**src/shared/fsp_pkg.sv**
```systemverilog
// ****************************************************************
// register map and field layout
// ****************************************************************
package fsp_pkg;
    localparam int          REG_ADDR_W      = 4;
    localparam logic [3:0]  REG_OPTIONS     = 4'h0;
    localparam logic [3:0]  REG_CONFIG      = 4'h1;
    localparam logic [3:0]  REG_PROTECT     = 4'h2;
    localparam logic [3:0]  REG_STATUS      = 4'h3;

    localparam int          OPT_BACKDOOR    = 7;
    localparam int          OPT_NORED       = 6;
    localparam int          SEC_HI          = 1;
    localparam int          SEC_LO          = 0;
    localparam logic [1:0]  SEC_UNSECURED   = 2'h2;
    localparam logic [7:0]  OPT_IMPL_MASK   = 8'hc3;
    localparam logic [7:0]  OPT_RESET       = 8'h00;

    localparam int          CFG_STEER       = 5;
    localparam logic [7:0]  CFG_IMPL_MASK   = 8'h20;
    localparam logic [7:0]  CFG_RESET       = 8'h00;

    localparam int          PROT_DIS        = 0;
    localparam int          PROT_SEL_HI     = 7;
    localparam int          PROT_SEL_LO     = 1;
    localparam logic [7:0]  PROT_RESET      = 8'h00;

    localparam int          STAT_VIOL       = 5;
    localparam logic [7:0]  STAT_IMPL_MASK  = 8'h20;

    // ****************************************************************
    // flash address space
    // ****************************************************************
    localparam int          FADDR_W         = 16;
    localparam logic [15:0] KEY_BASE        = 16'hffb0;
    localparam int          KEY_BYTES       = 8;
    localparam logic [3:0]  KEY_COUNT       = 4'h8;
    localparam int          BLOCK_SHIFT     = 9;

    // ****************************************************************
    // backdoor key sequencer
    // ****************************************************************
    typedef enum logic [1:0] {
        KEY_IDLE    = 2'b00,
        KEY_COLLECT = 2'b01,
        KEY_CHECK   = 2'b11
    } fsp_key_t;
endpackage

```
**src/rtl/fsp_cfg.sv**
```systemverilog
// Summary of operation
// - options register loaded from flash each reset
// - backdoor enable low blocks key unlock
// - matching ordered eight-byte key unsecures device
// - key writes only from secure firmware
// - bit six disables vector redirection
// - security code one-zero unsecured, else secure
// - secure state blocks unsecured memory access
// - key match or blank pass unsecures
// - steer low: key writes are command steps
// - steer high: key writes captured as key
// - protection register loaded from flash each reset
// - protection readable, user writes ignored
// - debug commands may write protection register
// - select field sets end of unprotected region
// - no erase or program in protected block
// - protect disable high leaves nothing protected
// - steer falling after eight writes compares key
// - protected command ignored, violation flag set
`timescale 1ns/1ps
module fsp_cfg
    import fsp_pkg::*;
(
    input  wire logic                  clk,
    input  wire logic                  rst,
    input  wire logic [REG_ADDR_W-1:0] regAddr,
    input  wire logic [7:0]            regWrData,
    input  wire logic                  regWrStb,
    input  wire logic                  regRdStb,
    output logic      [7:0]            regRdData,
    input  wire logic [7:0]            nvOptions,
    input  wire logic [7:0]            nvProtect,
    input  wire logic [8*KEY_BYTES-1:0] nvKey,
    input  wire logic                  memWrStb,
    input  wire logic [FADDR_W-1:0]    memWrAddr,
    input  wire logic [7:0]            memWrData,
    input  wire logic                  memWrSecure,
    input  wire logic                  dbgProtWr,
    input  wire logic [7:0]            dbgProtData,
    input  wire logic                  cmdLaunch,
    input  wire logic [FADDR_W-1:0]    cmdAddr,
    input  wire logic                  cmdMass,
    input  wire logic                  blankPass,
    output logic                       stepStb,
    output logic      [FADDR_W-1:0]    stepAddr,
    output logic      [7:0]            stepData,
    output logic                       cmdGo,
    output logic                       protViolation,
    output logic                       secure,
    output logic                       vectorRedirectDisable
);

    // ****************************************************************
    // state
    // ****************************************************************
    logic [7:0]             optReg_r;
    logic [7:0]             cfgReg_r;
    logic [7:0]             protReg_r;
    logic                   loaded_r;
    logic                   viol_r;
    fsp_key_t               keyState_r;
    fsp_key_t               keyState_nxt;
    logic [3:0]             keyIdx_r;
    logic                   keyOrder_r;
    logic [8*KEY_BYTES-1:0] keyBuf_r;
    logic                   steer;
    logic                   keyAddrHit;
    logic                   keyWr;
    logic                   keyMatch;
    logic                   protHit;
    logic                   cfgWr;

    assign steer      = cfgReg_r[CFG_STEER];
    assign keyAddrHit = memWrAddr[FADDR_W-1:3] == KEY_BASE[FADDR_W-1:3];
    // debug-sourced writes never reach the comparison buffer
    assign keyWr      = memWrStb && steer && keyAddrHit && memWrSecure;
    assign keyMatch   = keyOrder_r && (keyIdx_r == KEY_COUNT) && (keyBuf_r == nvKey);
    assign cfgWr      = regWrStb && (regAddr == REG_CONFIG);
    // region above {select, all ones} is the protected block; mass erase hits it unless protect disable is set
    assign protHit    = !protReg_r[PROT_DIS] && (cmdMass ||
        (cmdAddr[FADDR_W-1:BLOCK_SHIFT] > protReg_r[PROT_SEL_HI:PROT_SEL_LO]));

    // ****************************************************************
    // nonvolatile load
    // ****************************************************************
    // async reset only takes constants; the flash bytes are copied on the first edge
    always_ff @(posedge clk or posedge rst) begin
        if (rst) begin
            loaded_r <= 1'b0;
        end else begin
            loaded_r <= 1'b1;
        end
    end

    // ****************************************************************
    // options register
    // ****************************************************************
    always_ff @(posedge clk or posedge rst) begin
        if (rst) begin
            optReg_r <= OPT_RESET;
        end else if (!loaded_r) begin
            optReg_r <= nvOptions & OPT_IMPL_MASK;
        end else if (blankPass ||
                     (keyState_r == KEY_CHECK && optReg_r[OPT_BACKDOOR] && keyMatch)) begin
            optReg_r[SEC_HI:SEC_LO] <= SEC_UNSECURED;
        end
    end

    always_ff @(posedge clk or posedge rst) begin
        if (rst) begin
            secure <= 1'b1;
        end else begin
            // blocks unsecured sources from memory contents
            secure <= optReg_r[SEC_HI:SEC_LO] != SEC_UNSECURED;
        end
    end

    always_ff @(posedge clk or posedge rst) begin
        if (rst) begin
            vectorRedirectDisable <= 1'b0;
        end else begin
            vectorRedirectDisable <= optReg_r[OPT_NORED];
        end
    end

    // ****************************************************************
    // configuration register
    // ****************************************************************
    always_ff @(posedge clk or posedge rst) begin
        if (rst) begin
            cfgReg_r <= CFG_RESET;
        end else if (cfgWr) begin
            cfgReg_r <= regWrData & CFG_IMPL_MASK;
        end
    end

    // ****************************************************************
    // protection register
    // ****************************************************************
    always_ff @(posedge clk or posedge rst) begin
        if (rst) begin
            protReg_r <= PROT_RESET;
        end else if (!loaded_r) begin
            protReg_r <= nvProtect;
        end else if (dbgProtWr) begin
            protReg_r <= dbgProtData;
        end
        // bus writes to the protection offset fall through untouched
    end

    // ****************************************************************
    // backdoor key sequencer
    // ****************************************************************
    always_comb begin
        keyState_nxt = keyState_r;
        unique case (keyState_r)
            KEY_IDLE:    if (steer) keyState_nxt = KEY_COLLECT;
            KEY_COLLECT: if (!steer) keyState_nxt = KEY_CHECK;
            KEY_CHECK:   keyState_nxt = KEY_IDLE;
            default:     keyState_nxt = KEY_IDLE;
        endcase
    end

    always_ff @(posedge clk or posedge rst) begin
        if (rst) begin
            keyState_r <= KEY_IDLE;
        end else begin
            keyState_r <= keyState_nxt;
        end
    end

    // bytes must arrive in address order; an out-of-order or ninth key write spoils the attempt
    always_ff @(posedge clk or posedge rst) begin
        if (rst) begin
            keyIdx_r   <= 4'h0;
            keyOrder_r <= 1'b0;
        end else if (keyState_r != KEY_COLLECT) begin
            keyIdx_r   <= 4'h0;
            keyOrder_r <= 1'b1;
        end else if (keyWr) begin
            if (keyIdx_r == KEY_COUNT || memWrAddr[2:0] != keyIdx_r[2:0]) begin
                keyOrder_r <= 1'b0;
            end else begin
                keyIdx_r <= keyIdx_r + 4'h1;
            end
        end
    end

    always_ff @(posedge clk or posedge rst) begin
        if (rst) begin
            keyBuf_r <= '0;
        end else if (keyWr && keyState_r == KEY_COLLECT && keyIdx_r != KEY_COUNT) begin
            // first byte lands in the top lane of the compare word
            keyBuf_r[8*KEY_BYTES-1 - 8*keyIdx_r[2:0] -: 8] <= memWrData;
        end
    end

    // ****************************************************************
    // flash command path
    // ****************************************************************
    always_ff @(posedge clk or posedge rst) begin
        if (rst) begin
            stepStb  <= 1'b0;
            stepAddr <= '0;
            stepData <= 8'h00;
        end else begin
            stepStb <= memWrStb && !(steer && keyAddrHit);
            if (memWrStb) begin
                stepAddr <= memWrAddr;
                stepData <= memWrData;
            end
        end
    end

    always_ff @(posedge clk or posedge rst) begin
        if (rst) begin
            cmdGo <= 1'b0;
        end else begin
            cmdGo <= cmdLaunch && loaded_r && !protHit;
        end
    end

    // set wins over a software clear in the same cycle
    always_ff @(posedge clk or posedge rst) begin
        if (rst) begin
            viol_r <= 1'b0;
        end else if (cmdLaunch && protHit) begin
            viol_r <= 1'b1;
        end else if (regWrStb && regAddr == REG_STATUS && regWrData[STAT_VIOL]) begin
            viol_r <= 1'b0;
        end
    end

    always_ff @(posedge clk or posedge rst) begin
        if (rst) begin
            protViolation <= 1'b0;
        end else begin
            protViolation <= (cmdLaunch && protHit) || viol_r;
        end
    end

    // ****************************************************************
    // register read port
    // ****************************************************************
    always_ff @(posedge clk or posedge rst) begin
        if (rst) begin
            regRdData <= 8'h00;
        end else if (regRdStb) begin
            unique case (regAddr)
                REG_OPTIONS: regRdData <= optReg_r & OPT_IMPL_MASK;
                REG_CONFIG:  regRdData <= cfgReg_r & CFG_IMPL_MASK;
                REG_PROTECT: regRdData <= protReg_r;
                REG_STATUS:  regRdData <= {2'h0, viol_r, 5'h00} & STAT_IMPL_MASK;
                default:     regRdData <= 8'h00;
            endcase
        end else begin
            regRdData <= 8'h00;
        end
    end
endmodule // fsp_cfg

```
**config.mk**
```make
export PLATFORM = sky130hd
export DESIGN_NAME = fsp_cfg
export DESIGN_NICKNAME = d
export VERILOG_FILES = /design/src/shared/fsp_pkg.sv /design/src/rtl/fsp_cfg.sv
export SDC_FILE = /design/constraint.sdc
export NUM_CORES = 1
export LEC_CHECK = 0
export BUFFER_PORTS_ARGS = -buffer_cell sky130_fd_sc_hd__buf_2
export CORE_UTILIZATION = 43
export CTS_BUF_LIST = sky130_fd_sc_hd__clkbuf_4 sky130_fd_sc_hd__clkbuf_8 sky130_fd_sc_hd__clkbuf_16
export DETAILED_ROUTE_END_ITERATION = 8
export PLACE_DENSITY = 0.69
export SYNTH_ARGS = -nofsm -noshare
export SYNTH_HDL_FRONTEND = slang
export SYNTH_SLANG_ARGS = --single-unit
```
**constraint.sdc**
```tcl
create_clock -name clk -period 9.2 [get_ports clk]
set_clock_uncertainty 0.1 [all_clocks]
set_input_delay 1.84 -clock clk [delete_from_list [all_inputs] [get_ports clk]]
set_output_delay 1.84 -clock clk [all_outputs]
set_load 0.005 [all_outputs]
```
==> results.sh <==
export IMPL_status="finished, final reports clean"
export IMPL_p_comb_share_pct=9.8
export IMPL_synth_edf_count=0
export IMPL_p_sw_uw=319
export IMPL_period_needed_ps=3830
export IMPL_yosysSeqAreaShare_pct=51.2
export IMPL_path_max_fanout=8
export IMPL_wl_per_cell_um=17.4
export IMPL_path_buf_inv=1
export IMPL_r2r_setup_slack_ps=6300
export IMPL_antenna_cells=0
export IMPL_slowest_delay_ps=750
export IMPL_cts_root_buf="clkbuf_16"
export IMPL_syn_to_final_growth_pct=27.0
export IMPL_dp_cells=846
export IMPL_cp_end_kind="flip-flop"
export IMPL_wl_um=15200
export IMPL_grt_usage_pct=22.2
export IMPL_tightest_slew_ps=890
export IMPL_fmax_ghz=0.261
export IMPL_critPathTopFamily="simple AND/OR/NAND/NOR gates"
export IMPL_grt_pass1_wl_um=24100
export IMPL_vias_per_cell=5.09
export IMPL_synthArstFlopShare_pct=100
export IMPL_cts_sinks=123
export IMPL_hold_class="reg2reg"
export IMPL_slew_viol_final=0
export IMPL_leakagePower_uw=0.00391
export IMPL_grt_ovfl_total=0
export IMPL_final_cell_mix="buf_2 (166), dfrtp_1 (122), mux2_2 (75)"
export IMPL_power_share_sequential_pct=41.3
export IMPL_final_common_cell="buf_2"
export IMPL_grt_max_degree=71
export IMPL_clk_latency_ps=410
export IMPL_rows=42
export IMPL_clk_pin_slew_ps=50
export IMPL_vdd_drop_max_mv=0.119
export IMPL_initial_utilization_pct=44.7
export IMPL_yosys_warnings=0
export IMPL_hold_viol_final=0
export IMPL_min_path_cells=0
export IMPL_synthDistinctLibCells=39
export IMPL_r2r_end="keyBuf_r[39]$_DFFE_PP0P_"
export IMPL_cpMaxStageDelayCell="nor4_4"
export IMPL_p_per_area_nw_per_um2=185
export IMPL_cts_buffers=17
export IMPL_drt_initial_drc_count=206
export IMPL_reg2regPathDepth=7
export IMPL_hold_start="optReg_r[6]$_DFFE_PP0N_"
export IMPL_switching_share_pct=22.6
export IMPL_drv_cap=0
export IMPL_finalWeightedCongestion=0.837
export IMPL_dp_hpwl_um=11300
export IMPL_path_cells="buf_2 > nand4b_1 > or4_1 > nor4_4 > mux2_2"
export IMPL_antenna_found_initial=0
export IMPL_die_h_um=120
export IMPL_reg2reg_from="keyIdx_r[0]$_DFFE_PP0P_"
export IMPL_fp_dieW_um=120
export IMPL_nets=852
export IMPL_core_um2=13500
export IMPL_fp_dieArea_um2=14500
export IMPL_fin_ws_ps=5370
export IMPL_drc=0
export IMPL_cp_data_arrival_time_ps=4020
export IMPL_synthCells=517
export IMPL_path_class="in2reg"
export IMPL_clock_power_share_pct=48.8
export IMPL_cts_resized=0
export IMPL_finalSetupViolCount=0
export IMPL_num_vias=4466
export IMPL_p_int_uw=1090
export IMPL_worstHoldEndpoint="vectorRedirectDisable$_DFF_PP0_"
export IMPL_htreeDepth=4
export IMPL_cts_setup_buffers=0
export IMPL_grt_pass1_vias=4583
export IMPL_slew_headroom_pct=40.7
export IMPL_drtPass1Iterations=4
export IMPL_layout_drive_gt1_share_pct=40.7
export IMPL_pin_count=187
export IMPL_drtAntennaViolNets=0
export IMPL_ctsHoldBuffers=0
export IMPL_synth_largest_area_cell="dfrtp_1"
export IMPL_fin_crit_sh_pct=41.7
export IMPL_io_buffer_count=166
export IMPL_syn_area_um2=6010
export IMPL_place_ws_ps=4920
export IMPL_finalNonFillerCells=878
export IMPL_required_ps=9390
export IMPL_syn_num_nets=680
export IMPL_synth_top_cell_area_share_pct=50.8
export IMPL_netlist_top_cells_area="dfrtp_1 (51%), mux2_2 (14%), xor2_1 (9.0%), ha_1 (2.7%), nand2_1 (2.5%)"
export IMPL_cts_buffer_depth=2
export IMPL_grt_setup_unrepaired="no"
export IMPL_cts_tree="done"
export IMPL_syn_avg_cell_area_um2=11.6
export IMPL_ys_seq_elements=123
export IMPL_crit_path_start_kind="primary input"
export IMPL_ys_flop_type="dfrtp_1"
export IMPL_fin_tns_setup_ps=0
export IMPL_fill_cells=1210
## logic make-up (layout without fill, tap and decap cells)
kind of cell             Yosys count  after routing  share of synthesized area [%]
AO/OA/AOI/OAI                     39             39                           3.64
XOR/XNOR                          69             69                           10.0
adder cells (fa/ha/maj)           13             13                           2.70
buffers and inverters             26            211                           1.62
flip-flops                       123            123                           51.2
multiplexers                      89             89                           16.4
other                              1              1                         0.0623
AND/OR/NAND/NOR                  157            157                           14.3
## registers in the layout, summed over array words and instances, names as in the netlist, 2 cells and up
name and flops:
keyState_r 2, keyBuf_r 64, keyIdx_r 4, regRdData 8
protReg_r 8, optReg_r 4, stepAddr 16, stepData 8
## through the flow
stage	util (%)	cell area, µm²	hold WS (ps)	power [µW]
floorplan	-	6010	268	665
global placement	52.2	7020	301	727
detailed placement	52.2	7020	305	733
CTS	56.8	7640	322	1420
global route	56.8	7640	340	1460
finish	56.8	7640	322	1410
## cell usage after synthesis, types with 5 or more instances
| cell type | n |
|---|---|
| nand2_1 | 40 |
| clkbuf_1 | 12 |
| xnor2_1 | 7 |
| and3_1 | 17 |
| nand3_1 | 5 |
| nand2b_1 | 6 |
| o21ai_0 | 20 |
| nor2_1 | 27 |
| mux2_2 | 75 |
| inv_1 | 12 |
| mux2i_1 | 13 |
| dfrtp_1 | 122 |
| nand4_1 | 10 |
| and2_1 | 13 |
| nor4_1 | 17 |
| a21oi_1 | 11 |
| ha_1 | 13 |
| xor2_1 | 62 |
## power groups by stage
| stage | clock, µW | sequential (µW) | combinational [µW] |
|---|---|---|---|
| finish | 689 | 583 | 139 |
| global placement | 0 | 591 | 136 |
| detailed placement | 0 | 592 | 141 |
| global route | 724 | 586 | 155 |
| floorplan | 0 | 589 | 75.4 |
| CTS | 699 | 583 | 142 |
## layer usage
layer	up-vias	wire length [µm]	track usage [%]
li1	2149	-	-
met1	2192	6440	27.8
met2	115	7710	37.6
met3	10	925	5.47
met4	0	167	7.48
met5	-	0	0
## worst max path at each step
stage / slack (ps) / to / from / cells after the start
after global routing: 5260 / keyBuf_r[29]$_DFFE_PP0P_ / memWrAddr[6] / 5
final: 5370 / keyBuf_r[29]$_DFFE_PP0P_ / memWrAddr[6] / 5
after CTS: 5360 / keyBuf_r[29]$_DFFE_PP0P_ / memWrAddr[6] / 5
after detailed placement: 4920 / keyBuf_r[29]$_DFFE_PP0P_ / memWrAddr[6] / 5
after global placement: 5000 / keyBuf_r[30]$_DFFE_PP0P_ / memWrAddr[6] / 5
after floorplan: 3990 / cfgReg_r[5]$_DFFE_PP0P_ / rst / 1
## area by class of cell
cell class	instances	area (µm²)	share of cell area (%)
Clock inverter	7	113	1.47
Sequential cell	123	3080	40.3
Multi-Input combinational cell	368	2840	37.1
Tap cell	176	220	2.88
Inverter	12	47.5	0.622
Clock buffer	25	504	6.60
Timing Repair Buffer	167	838	11.0
Note: power is estimated with default switching activity, not from simulation.
